File: src/rhsc_pkg.sv
// run/halt state control: shared constants and types
// assumes one 100 MHz clock domain shared with the sequencer
`default_nettype none
package rhsc_pkg;
   // ----------------------------------------
   // widths and sub-state timing
   // ----------------------------------------
   localparam int WORD_W = 24;
   localparam logic [2:0] DISPLAY_CYCLES = 3'h2;
   localparam logic [2:0] LOAD_CYCLES = 3'h2;
   localparam logic [2:0] RW_CYCLES = 3'h5;
   localparam logic [2:0] NOOP_CYCLES = 3'h2;
   localparam logic [1:0] PULSE_CYCLES = 2'h2;
   localparam logic [2:0] CNT_RESET = 3'h0;
   // ----------------------------------------
   // types
   // ----------------------------------------
   typedef enum logic [1:0] {
      ST_DISPLAY = 2'h0,
      ST_LOAD = 2'h1,
      ST_RW = 2'h3,
      ST_RUN = 2'h2
   } rhsc_state_t;
   typedef enum logic [2:0] {
      OP_MOVE_TO_NULL = 3'h0,
      OP_MOVE_FROM_NULL = 3'h1,
      OP_READ_TO_NULL = 3'h2,
      OP_WRITE_FROM_NULL = 3'h3,
      OP_NOOP = 3'h4,
      OP_SEQUENCER = 3'h5
   } rhsc_op_t;
   // mode selector decode
   typedef struct packed {
      logic run_sel;
      logic tape_mode_flag;
      logic single_step_flag;
      logic step_run_flag;
   } rhsc_mode_t;
   // halt causes reported by the rest of the processor
   typedef struct packed {
      logic halt_micro;
      logic tape_stop;
      logic tape_parity_error;
      logic mem_parity_error;
      logic next_micro_prefetch;
      logic cassette_start;
   } rhsc_cause_t;
endpackage
`default_nettype wire

File: src/rhsc_ctrl.sv
// run/halt state control: run/halt flip-flop, halt sub-states and halt causes
// assumes console presses are one-cycle pulses synchronous to mclk
// How it works
// - machine is always either halted or running, never both.
// - halt offers display, load and a shared memory read/write sub-state.
// - idle halt loops a two-clock move of selected register to null.
// - load lasts two clocks, finish in the second.
// - load drives switch value on exchange, moves null into selected register.
// - read/write starts memory cycle at held address; read shows data.
// - read/write lasts five clocks, finish in the fifth.
// - start picks step, tape or run from the mode selector.
// - step executes the held micro then halts at its finish.
// - step branch or skip adds a two-clock no-op before halting.
// - tape start drives cassette forward when ready.
// - tape halts on parity, stop request, general clear or halt button.
// - halt from tape waits for micro finished; general clear halts at once.
// - run mode prefetches next micro while executing until a halt cause.
// - run halts on button, clear, halt micro, cassette start, parity errors.
// - one flip-flop gives complementary run and halt outputs.
// - after general clear the machine is halted.
// - start pulse lasts two clocks.
// - run sets on next finish during start if no refresh pending.
// - halt pulse lasts two clocks, latched until halted.
// - step mode decoded from neither run nor tape, both step flags true.
// - parity halt cause holds until general clear or cassette start.
`default_nettype none
module rhsc_ctrl
   import rhsc_pkg::*;
(
   // clock and reset
   input wire logic mclk,
   input wire logic reset_n,
   // console
   input wire logic start_press,
   input wire logic halt_press,
   input wire logic load_press,
   input wire logic rw_press,
   input wire logic rw_is_write,
   input wire logic [WORD_W-1:0] switch_value,
   input wire rhsc_mode_t mode,
   input wire logic general_clear,
   // cassette
   input wire logic cassette_ready,
   output logic forward_drive,
   // sequencer and memory
   input wire logic seq_finished,
   input wire logic branch_skip,
   input wire logic demand_refresh_pending,
   input wire rhsc_cause_t cause,
   input wire logic [WORD_W-1:0] selected_reg_data,
   input wire logic [WORD_W-1:0] mem_read_data,
   output logic [WORD_W-1:0] mex_data,
   output rhsc_op_t micro_op,
   output logic mem_cycle_start,
   output logic mem_write,
   // state
   output logic micro_finished,
   output logic start_pulse,
   output logic halt_request_pulse,
   output logic run_state_out,
   output logic halt_state_out,
   output logic parity_halt_cause,
   output rhsc_state_t sub_state
);
   // ----------------------------------------
   // state
   // ----------------------------------------
   rhsc_state_t state, next_state;
   logic [2:0] cnt, next_cnt;
   logic [1:0] start_cnt, next_start_cnt;
   logic [1:0] halt_cnt, next_halt_cnt;
   logic run, next_run;
   logic noop, next_noop;
   logic halt_latched, next_halt_latched;
   logic parity_hold, next_parity_hold;
   logic step_sel, next_step_sel;
   logic tape_sel, next_tape_sel;
   logic write_sel, next_write_sel;
   logic fwd, next_fwd;
   logic mstart, next_mstart;
   logic [WORD_W-1:0] mex, next_mex;
   rhsc_op_t op, next_op;
   logic fin, step_dec, halt_cause, halted;

   // complementary outputs of the single run flip-flop
   assign run_state_out = run;
   assign halt_state_out = ~run;
   assign halted = ~run;
   assign start_pulse = (start_cnt != 2'h0);
   assign halt_request_pulse = (halt_cnt != 2'h0);
   assign parity_halt_cause = parity_hold;
   assign sub_state = state;
   assign forward_drive = fwd;
   assign mex_data = mex;
   assign micro_op = op;
   assign mem_cycle_start = mstart;
   assign mem_write = write_sel;
   assign micro_finished = fin;

   // step decode from the mode selector
   assign step_dec = !mode.run_sel && !mode.tape_mode_flag
                     && mode.single_step_flag && mode.step_run_flag;
   // ----------------------------------------
   // finish timing and halt causes
   // ----------------------------------------
   always_comb begin
      case (state)
         ST_DISPLAY: fin = (cnt == DISPLAY_CYCLES - 3'h1);
         ST_LOAD: fin = (cnt == LOAD_CYCLES - 3'h1);
         ST_RW: fin = (cnt == RW_CYCLES - 3'h1);
         ST_RUN: fin = noop ? (cnt == NOOP_CYCLES - 3'h1) : seq_finished;
         default: fin = 1'b0;
      endcase
      // tape and run causes; step halts on its own finish
      halt_cause = halt_latched || parity_hold;
      if (tape_sel) begin
         halt_cause = halt_cause || cause.tape_stop;
      end else if (!step_sel) begin
         halt_cause = halt_cause || cause.halt_micro || cause.cassette_start;
      end
   end

   // ----------------------------------------
   // next state
   // ----------------------------------------
   always_comb begin
      next_state = state;
      next_cnt = cnt + 3'h1;
      next_run = run;
      next_noop = noop;
      next_step_sel = step_sel;
      next_tape_sel = tape_sel;
      next_write_sel = write_sel;
      next_mstart = 1'b0;
      next_mex = mex;
      next_op = op;
      // two-clock start and halt pulses
      next_start_cnt = (start_cnt != 2'h0) ? start_cnt - 2'h1 : 2'h0;
      if (start_press && halted && start_cnt == 2'h0) begin
         next_start_cnt = PULSE_CYCLES;
      end
      next_halt_cnt = (halt_cnt != 2'h0) ? halt_cnt - 2'h1 : 2'h0;
      if (halt_press && halt_cnt == 2'h0) begin
         next_halt_cnt = PULSE_CYCLES;
      end
      // halt request held until halted
      next_halt_latched = (halt_request_pulse && run) || (halt_latched && run);
      // parity cause holds; a new error wins over a clear
      next_parity_hold = parity_hold && !general_clear && !cause.cassette_start;
      if (run && (cause.tape_parity_error
                  || (!tape_sel && !step_sel && cause.mem_parity_error && cause.next_micro_prefetch))) begin
         next_parity_hold = 1'b1;
      end
      case (state)
         ST_DISPLAY: begin
            // idle loop: selected register onto the exchange
            next_op = OP_MOVE_TO_NULL;
            next_mex = selected_reg_data;
            if (fin) begin
               next_cnt = CNT_RESET;
            end
            if (start_pulse && fin && !demand_refresh_pending) begin
               next_run = 1'b1;
               next_state = ST_RUN;
               next_cnt = CNT_RESET;
               next_step_sel = step_dec;
               next_tape_sel = mode.tape_mode_flag;
               next_op = OP_SEQUENCER;
            end else if (load_press) begin
               next_state = ST_LOAD;
               next_cnt = CNT_RESET;
               next_op = OP_MOVE_FROM_NULL;
               next_mex = switch_value;
            end else if (rw_press) begin
               next_state = ST_RW;
               next_cnt = CNT_RESET;
               next_mstart = 1'b1;
               next_write_sel = rw_is_write;
               next_op = rw_is_write ? OP_WRITE_FROM_NULL : OP_READ_TO_NULL;
               next_mex = rw_is_write ? switch_value : mex;
            end
         end
         ST_LOAD: begin
            next_mex = switch_value;
            if (fin) begin
               next_state = ST_DISPLAY;
               next_cnt = CNT_RESET;
            end
         end
         ST_RW: begin
            // read shows memory data, write keeps the switches
            next_mex = write_sel ? switch_value : mem_read_data;
            if (fin) begin
               next_state = ST_DISPLAY;
               next_cnt = CNT_RESET;
               next_write_sel = 1'b0;
            end
         end
         ST_RUN: begin
            if (!noop) begin
               next_cnt = CNT_RESET;
            end
            if (fin) begin
               if (noop) begin
                  next_run = 1'b0;
               end else if (step_sel && branch_skip) begin
                  next_noop = 1'b1;
                  next_op = OP_NOOP;
               end else if (step_sel || halt_cause) begin
                  next_run = 1'b0;
               end
            end
            if (!next_run) begin
               // halt only after the running micro finishes
               next_state = ST_DISPLAY;
               next_cnt = CNT_RESET;
               next_noop = 1'b0;
               next_op = OP_MOVE_TO_NULL;
            end
         end
         default: begin
            next_state = ST_DISPLAY;
            next_cnt = CNT_RESET;
         end
      endcase
      // cassette forward drive while running in tape mode
      next_fwd = next_run && next_tape_sel && cassette_ready;
      // general clear forces the halt sub-state at once
      if (general_clear) begin
         next_run = 1'b0;
         next_state = ST_DISPLAY;
         next_cnt = CNT_RESET;
         next_noop = 1'b0;
         next_fwd = 1'b0;
         next_start_cnt = 2'h0;
         next_halt_latched = 1'b0;
         next_op = OP_MOVE_TO_NULL;
      end
   end

   // ----------------------------------------
   // registers
   // ----------------------------------------
   always_ff @(posedge mclk or negedge reset_n) begin
      if (!reset_n) begin
         state <= ST_DISPLAY;
         cnt <= CNT_RESET;
         start_cnt <= 2'h0;
         halt_cnt <= 2'h0;
         run <= 1'b0;
         noop <= 1'b0;
         halt_latched <= 1'b0;
         parity_hold <= 1'b0;
         step_sel <= 1'b0;
         tape_sel <= 1'b0;
         write_sel <= 1'b0;
         fwd <= 1'b0;
         mstart <= 1'b0;
         mex <= 24'h000000;
         op <= OP_MOVE_TO_NULL;
      end else begin
         state <= next_state;
         cnt <= next_cnt;
         start_cnt <= next_start_cnt;
         halt_cnt <= next_halt_cnt;
         run <= next_run;
         noop <= next_noop;
         halt_latched <= next_halt_latched;
         parity_hold <= next_parity_hold;
         step_sel <= next_step_sel;
         tape_sel <= next_tape_sel;
         write_sel <= next_write_sel;
         fwd <= next_fwd;
         mstart <= next_mstart;
         mex <= next_mex;
         op <= next_op;
      end
   end
endmodule
`default_nettype wire

File: config.mk
export PLATFORM = sky130hd
export DESIGN_NAME = rhsc_ctrl
export DESIGN_NICKNAME = d
export VERILOG_FILES = /design/src/rhsc_pkg.sv /design/src/rhsc_ctrl.sv
export SDC_FILE = /design/constraint.sdc
export NUM_CORES = 1
export LEC_CHECK = 0
export BUFFER_PORTS_ARGS = -buffer_cell sky130_fd_sc_hd__buf_2
export CAP_MARGIN = 20
export CORE_UTILIZATION = 45
export CTS_BUF_LIST = sky130_fd_sc_hd__clkbuf_4
export DETAILED_ROUTE_END_ITERATION = 8
export PLACE_DENSITY = 0.8
export SETUP_SLACK_MARGIN = 0.5
export SLEW_MARGIN = 0
export SYNTH_ARGS = -nofsm -noshare
export SYNTH_HDL_FRONTEND = slang
export SYNTH_SLANG_ARGS = --single-unit
File: constraint.sdc
create_clock -name mclk -period 1.9 [get_ports mclk]
set_input_delay 0.19 -clock mclk [delete_from_list [all_inputs] [get_ports mclk]]
set_output_delay 0.19 -clock mclk [all_outputs]
set_load 0.02 [all_outputs]
==> results of run 1 <==
state kept, by name (all words and copies together) (netlist names):
register,flops
micro_op,3
step_sel,1
sub_state,2
mem_write,1
tape_sel,1
mex_data,24
halt_latched,1
noop,1
forward_drive,1
run_state_out,1
cnt,3
start_cnt,2
mem_cycle_start,1
parity_halt_cause,1
halt_cnt,2
worst paths after layout:
check | start | endpoint | slack, ns | cells past startpoint
worst max-delay path | cnt[0] | micro_finished | -0.19 | 7
worst min-delay path | halt_press | halt_cnt[1] | 0.04 | 3
worst max register to register | cnt[0] | mex_data[4] | -0.16 | 9
worst min register to register | mex_data[9] | mex_data[9] | 0.49 | 2
max in group asynchronous | reset_n | mex_data[14] | 0.81 | 3
min in group asynchronous | reset_n | cnt[2] | 0.36 | 2
layer usage:
layer | vias to the layer above | GRT usage (%) | part of all wire (%)
met4 | 0 | 11.4 | 1.2
met3 | 19 | 3.71 | 7.5
li1 | 1719 | - | -
met5 | - | 0 | 0
met2 | 218 | 54.5 | 51
met1 | 1888 | 39.6 | 41
power by group through the flow:
| stage | registers, mW | clock network [mW] | logic, mW |
|---|---|---|---|
| floorplan | 1.62 | 0 | 0.976 |
| global placement | 1.39 | 0 | 1.84 |
| detailed placement | 1.39 | 0 | 1.89 |
| CTS | 1.38 | 0.510 | 2.41 |
| global route | 1.42 | 0.554 | 2.75 |
| finish | 1.39 | 0.512 | 2.62 |
layout by cell type, fill, tap and decap left out, types with 11 or more instances in the layout:
cell       n
o41ai_2   22
mux2i_1   24
dfrtp_1   41
nor2_1    16
o21ai_0   26
nor3_1    32
o22a_1    24
buf_4     33
buf_6     14
inv_1     11
nor3_2    17
nand2_1   52
buf_2    127
per-stage QoR:
stage          total power [mW]  hold WS, ns  setup TNS (ns)  util (%)  instance area (µm²)
3_3_place_gp               3.24        0.236           -3.73      60.6                 4140
4_1_cts                    4.30       0.0408           -3.20      70.2                 4790
3_5_place_dp               3.29        0.244           -6.07      60.6                 4140
5_1_grt                    4.72       0.0326           -7.34      72.7                 4960
2_1_floorplan              2.60       -0.106           -1.30         -                 3280
6_report                   4.52       0.0396           -3.72      72.7                 4960
kinds of logic after synthesis:
group / after synthesis
adder cells (fa/ha/maj): 3
XOR/XNOR: 1
flip-flops: 45
buffers and inverters: 46
multiplexers: 26
AO/OA/AOI/OAI: 102
AND/OR/NAND/NOR: 150
area by class of cell:
cell class,count,area (µm²)
clock buffers,6,45.0
inverters,13,48.8
clock inverters,2,15.0
repair buffers,188,1300
multi-input cells,283,2300
fillers,516,1870
well taps,96,120
flip-flops and latches,45,1130
worst max-delay path, cell delays in order, from the launching register on:
cell,delay (ns)
dfrtp_1,0.41
inv_1,0.06
ha_2,0.17
and4_4,0.17
nor4_4,0.34
inv_2,0.11
buf_12,0.15
buf_8,0.12
what timing repair did:
item,4_1_cts,5_1_grt
gates resized for setup,84,16
buffers inserted,13,5
hold buffers,2,0
hold endpoints to repair,27,0
setup endpoints to repair,44,44
pin swaps,18,2
gates cloned,2,3
==> impl_results.md, run 1 <==
* Vias in the first global route at 3809
* I/O Pins at 132
* P_leak at 2.20 nW
* Place WS at -0.290 ns
* Slew headroom at 58.0%
* Clock slew at reported path FFs at 0.15 ns
* Critical path data arrival time at 1.90 ns
* Count leader, synth: nand2_1
* N_diodes at 0
* Layout cells sized above 1 at 50.7%
* # rows at 30
* Synth cell types at 50
* CP max FO at 3
* Core Region at 6830 µm²
* Final nets at 633
* Sequential share of power at 30.8%
* Synth Area in Adders at 1.17%
* Root buf cell: clkbuf_4
* Mapped Nets at 470
* Top cell type's share of synthesized area at 35.2%
* Comb power frac at 57.9%
* Initial Util at 46.9%
* Worst-Skew Late Latency at 0.39 ns
* Number of flops mapped to enable cells by yosys at 0
* Clk_skew at 0.0154 ns
* Most common library cells after synthesis: nand2_1, nor3_1, dfrtp_1, o21ai_0, o41ai_1
* Worst Path Required at 1.71 ns
* Placed insts at 600
* DR vias at 3844
* Post-synth ARST share at 100%
* Syn_area_per_cell at 8.59 µm²
* Post-route ant nets at 0
* Drt wl/cell at 19.0 µm
* DRC at 0
* Crit. End Element: output pin
* Slew @ Worst Pin at 0.630 ns
* Setup Viol. Count Final at 37
* Main combinational cell family by area after synthesis: simple AND/OR/NAND/NOR gates
* Post-synthesis simple-gate area fraction at 24.1%
* First-pass GRT wire length at 18200 µm
* Internal power at 2.58 mW
* Final Worst Setup Slack at -0.186 ns
* Max clock buf depth at 2
* TritonCTS clock tree: yes
* Final period util at 110%
* Max_cap viols at 0
* Die Y at 86.4 µm
* Kind of critical path: flip-flop to output pin
* Final Hold Viols at 0
* HPWL after detailed placement at 7230 µm
* VDD IR max at 770 µV
* Sequential area share after synthesis at 35.2%
* Tmin final at 2.09 ns
* Yosys reg bits at 45
* Layout area overhead at 55.0%
* Post-synthesis xor/xnor area fraction at 0.273%
* WL final at 12000 µm
* Die area at 7460 µm²
* Startpoint Class: flip-flop
* Failing checks: setup timing
* Via density at 6.07
* Synth top area cells: dfrtp_1, nor3_1, mux2i_1
* Hold Path Class: primary input to flip-flop
* Initial antenna violation count at 0
* Max-slew violation count at 0
* Cells after Synth at 373
* Port buffer count at 131
* Total track usage at 31.1%
* Final Non-Filler Cells at 633
* Post-synthesis mux area share at 8.20%
* Fmax at 479 MHz
* Switching share of total power at 42.9%
* Largest net degree at the start of global routing at 41
* Status: finished with violations
* Die boundary width at 86.4 µm
* Largest area contributor in the netlist: dfrtp_1
* TritonRoute pass-1 iters at 5
* GPL Wtd Cong at 0.868
* Mapped cell area at 3200 µm²
* # H-tree levels at 2
* Total CTS buffers at 5
* Main synth FF type: dfrtp_1
* Warnings, synthesis at 0
* Power Dens Cells at 911 nW/µm²
* Total congestion overflow at 0
* Sink Count at 45
* Clock network power share at 11.3%
* DR iter-0 viols at 294
* Switching power at 1.94 mW
* Unrepaired setup endpoints after global routing: yes
* Compound-Gate Fraction of Synth Area at 23.9%
(Power assumes the default switching activity.)
==> run 2, diff against run 1 <==
Settings changed: HOLD_SLACK_MARGIN set to 0.06.
==> run 2 against run 1 <==
Compared with the run above:
- the flow still finishes with violations (setup timing)
- final area rose by 1.2%
- non-clock buffer count grew 6
- sequential cell count unchanged
- count of clock-buffer cells in the layout stayed put
- global-route usage grew 0.53 points
==> impl_results.md, run 2 (same netlist as run 1, synthesis figures left out) <==
* Final Non-Filler Cells at 639
* Reg-to-reg slack, setup at -0.16 ns
* Failing checks: setup timing
* VDD IR max at 745 µV
* Layout area overhead at 56.8%
* Critical path data arrival time at 1.90 ns
* Clk_skew at 0.0167 ns
* I/O Pins at 132
* Final Hold Viols at 0
* HP Start: branch_skip
* DR vias at 3843
* Unrepaired setup endpoints after global routing: yes
* Commonest non-fill, non-tap cell in the layout: buf_2
* Final Worst Setup Slack at -0.189 ns
* GPL Wtd Cong at 0.868
* Post-route cell area at 5020 µm²
* WL final at 12300 µm
* Total congestion overflow at 0
* Critical path, cell by cell: inv_1, ha_2, and4_4, nor4_4, inv_2, buf_12, buf_8
* R2R cell count at 9
* N_diodes at 0
* Initial Util at 46.9%
* Post-route ant nets at 0
* # H-tree levels at 2
* Max incr delay on CP at 0.41 ns
* Root buf cell: clkbuf_4
* Tmin final at 2.09 ns
* Total track usage at 31.7%
* Clock slew at reported path FFs at 0.14 ns
* Status: finished with violations
* Power Dens Cells at 906 nW/µm²
* Via density at 6.01
* Layout cells sized above 1 at 50.3%
* P_leak at 2.22 nW
* Worst R2R End: cnt[0]
* Max clock buf depth at 2
* Worst-Skew Late Latency at 0.39 ns
* # rows at 30
* Drt wl/cell at 19.3 µm
* TritonCTS clock tree: yes
* Slew @ Worst Pin at 0.657 ns
* Final period util at 110%
* DR iter-0 viols at 258
* Max reg flops at 24
* Placed insts at 600
* WHS Endpoint: noop
* Setup Viol. Count Final at 37
* Max-slew violation count at 0
* Crit-path slowest cell: dfrtp_1
* Die area at 7460 µm²
* Vias in the first global route at 3840
* Core Region at 6830 µm²
* Port buffer count at 131
* Sink Count at 45
* First-pass GRT wire length at 18500 µm
* Die Y at 86.4 µm
* TritonRoute pass-1 iters at 5
* Kind of critical path: flip-flop to output pin
* Final nets at 639
* Initial antenna violation count at 0
* HPWL after detailed placement at 7230 µm
* Hold Crit Depth at 3
* DP Area at 4140 µm²
* Total CTS buffers at 5
* Slew headroom at 56.2%
* Hold Path Class: primary input to flip-flop
* Crit. End Element: output pin
* Fmax at 479 MHz
* Startpoint Class: flip-flop
* Die boundary width at 86.4 µm
* Largest net degree at the start of global routing at 41
* Reg2Reg Launch Point: cnt[0]
* Worst Path Required at 1.71 ns
* Most frequent cells in the layout: buf_2, nand2_1, dfrtp_1, buf_4, nor3_1
* Max_cap viols at 0
* CP max FO at 3
* DRC at 0
* WHS at 0.0634 ns
run 2: cell count changes in the layout (fill, tap and decap cells not counted):
cell | previous run | this run
dlygate4sd3_1 | 2 | 8
inv_2 | 2 | 3
inv_1 | 11 | 10
run 2: worst max-delay path, delay by kind of cell, from the launching register on:
family	cells	cell delay (ns)
buffers and inverters	4	0.44
adders and majority gates	1	0.17
DFF	1	0.41
and+or+nand+nor	2	0.51
run 2: cell type report:
| cell class | instances | area, µm² |
|---|---|---|
| Multi-Input combinational cell | 283 | 2300 |
| Fill cell | 507 | 1810 |
| Timing Repair Buffer | 194 | 1360 |
| Sequential cell | 45 | 1130 |
| Tap cell | 96 | 120 |
| Inverter | 13 | 48.8 |
| Clock buffer | 6 | 45.0 |
| Clock inverter | 2 | 15.0 |
run 2: stage by stage:
step	setup slack [ns]	total power [mW]	util, %	setup TNS, ns
floorplan	-0.0944	2.60	-	-1.30
global placement	-0.217	3.24	60.6	-3.73
detailed placement	-0.290	3.29	60.6	-6.07
CTS	-0.166	4.31	71.1	-3.20
global route	-0.266	4.75	73.5	-7.34
finish	-0.189	4.55	73.5	-3.77
run 2: repair_timing:
item	in CTS	in global routing
pin swaps	18	2
hold buffers	8	0
setup buffers	13	5
endpoints found under the hold margin	31	0
endpoints found under the setup margin	44	45
gates resized for setup	84	17
cloned	2	3
run 2: how the worst max path moves through the flow:
stage                     endpoint          from  cells after the start  slack, ns
finish              micro_finished        cnt[0]                      7      -0.19
global route         run_state_out        cnt[1]                     12      -0.27
CTS                 micro_finished        cnt[0]                      7      -0.17
detailed placement          cnt[0]        cnt[0]                      8      -0.29
global placement            cnt[2]        cnt[0]                      8      -0.22
floorplan              micro_op[0]  sub_state[0]                      8      -0.09
run 2: power by group:
| part | internal [mW] | switching (mW) |
|---|---|---|
| Sequential | 1.21 | 0.188 |
| Clock | 0.159 | 0.355 |
| Combinational | 1.22 | 1.42 |
| Total | 2.59 | 1.97 |
run 2: metal layers:
layer	routed length, µm	vias to the layer above	track usage (%)
met5	0	-	0
met4	175	0	11.4
met3	880	17	3.71
met2	6300	212	55.3
met1	4970	1881	40.5
li1	-	1733	-
==> run 3, diff against run 2 <==
Settings changed: RECOVER_POWER set to 25.
==> run 3 against run 2 <==
Compared with the run above:
- clock power is essentially flat
- maximum frequency is essentially flat
- count of clock-buffer cells in the layout is the same
- critical path type unchanged
- the flow still finishes with violations (setup timing)
- sequential share of layout area is the same
- combinational power is essentially flat
- largest power group unchanged
- global-route usage is the same
==> impl_results.md, run 3 (same netlist as run 1, synthesis figures left out) <==
* WL final at 12300 µm
* DR iter-0 viols at 258
* Initial Util at 46.9%
* Final nets at 639
* Clk_skew at 0.0167 ns
* Met2 usage at 55.3%
* Sink Count at 45
* Hold Crit Depth at 3
* WHS Endpoint: noop
* Unrepaired setup endpoints after global routing: yes
* Hold Path Class: primary input to flip-flop
* Commonest non-fill, non-tap cell in the layout: buf_2
* Power Dens Cells at 907 nW/µm²
* Status: finished with violations
* GPL Wtd Cong at 0.868
* Failing checks: setup timing
* Crit. End Element: output pin
* Tmin final at 2.09 ns
* Clock slew at reported path FFs at 0.14 ns
* Total congestion overflow at 0
* Initial antenna violation count at 0
* Fmax at 479 MHz
* VDD IR max at 745 µV
* Fillers at 507
* Root buf cell: clkbuf_4
* Reg-to-reg slack, setup at -0.16 ns
* Setup Viol. Count Final at 37
* Max reg flops at 24
* Layout area overhead at 56.8%
* # rows at 30
* Final Hold Viols at 0
* Total CTS buffers at 5
* I/O Pins at 132
* Die area at 7460 µm²
* Max-slew violation count at 0
* Worst Path Required at 1.71 ns
* N_diodes at 0
* Pwr Total at 4.55 mW
* DRC at 0
* Setup TNS at -3.77 ns
* Die Y at 86.4 µm
* Port buffer count at 131
* Layout cells sized above 1 at 50.3%
* Drt wl/cell at 19.3 µm
* HP Start: branch_skip
* DR vias at 3849
* R2R cell count at 9
* Via density at 6.02
* CP max FO at 3
* Slew headroom at 51.3%
* Die boundary width at 86.4 µm
* GR peak layer: met2
* TritonRoute pass-1 iters at 5
* Critical path data arrival time at 1.90 ns
* Slew @ Worst Pin at 0.731 ns
* Core Region at 6830 µm²
* Vias in the first global route at 3840
* Final Worst Setup Slack at -0.189 ns
* Met1 Usage GRT at 40.5%
* Worst-Skew Late Latency at 0.39 ns
* Max clock buf depth at 2
* Most frequent cells in the layout: buf_2, nand2_1, dfrtp_1, buf_4, nor3_1
* Startpoint Class: flip-flop
* Final period util at 110%
* Total track usage at 31.7%
* Post-route ant nets at 0
* Max_cap viols at 0
* # H-tree levels at 2
* TritonCTS clock tree: yes
* First-pass GRT wire length at 18500 µm
* Met3 GRT Util at 3.71%
* Reg2Reg Launch Point: cnt[0]
* Largest net degree at the start of global routing at 41
* P_leak at 2.22 nW
* HPWL after detailed placement at 7230 µm
* Kind of critical path: flip-flop to output pin
* Worst R2R End: cnt[0]
-- run 3: worst max-delay path by stage --
stage,start,slack (ns),end
floorplan,sub_state[0],-0.09,micro_op[0]
global placement,cnt[0],-0.22,cnt[2]
detailed placement,cnt[0],-0.29,cnt[0]
CTS,cnt[0],-0.17,micro_finished
global route,cnt[1],-0.27,run_state_out
finish,cnt[0],-0.19,micro_finished
-- run 3: final cells by class --
cell class | count | area [µm²] | share of cell area [%]
clock buffer | 6 | 45.0 | 0.897
clock inverter | 2 | 15.0 | 0.299
inverter | 13 | 48.8 | 0.971
multi-input combinational | 283 | 2300 | 45.9
sequential | 45 | 1130 | 22.5
tap | 96 | 120 | 2.39
timing repair buffer | 194 | 1360 | 27.0
-- run 3: power by group --
part	switching, mW	total, mW	internal [mW]	leakage (nW)
registers	0.189	1.40	1.21	0.562
clock network	0.355	0.515	0.159	0.0279
logic	1.42	2.64	1.22	1.63
-- run 3: what timing repair did --
| action | CTS | global route |
|---|---|---|
| endpoints found under the setup margin | 44 | 45 |
| gates cloned | 2 | 3 |
| gates resized for setup | 84 | 17 |
| setup buffers | 13 | 5 |
| pin swaps | 18 | 2 |
| hold buffers | 8 | 0 |
| hold endpoints to repair | 31 | 0 |
-- run 3: stage by stage --
stage	util (%)	worst slack (ns)	instance area [µm²]	std cells	hold slack [ns]
3_5_place_dp	60.6	-0.290	4140	600	0.244
6_report	73.5	-0.189	5020	639	0.0634
5_1_grt	73.5	-0.266	5020	639	0.0613
2_1_floorplan	-	-0.0944	3280	373	-0.106
3_3_place_gp	60.6	-0.217	4140	600	0.236
4_1_cts	71.1	-0.166	4850	631	0.0612
-- run 3: per-layer routing --
metal	vias to the layer above	part of all wire, %
met4	0	1.4
met1	1883	40
li1	1733	-
met2	216	51
met3	17	7.2
met5	-	0
-- run 3: worst max-delay path, cell delays in order (launching register included) --
cell and delay (ns):
dfrtp_1 0.41, inv_1 0.06, ha_2 0.17, and4_4 0.17
nor4_4 0.34, inv_2 0.11, buf_12 0.15, buf_8 0.12
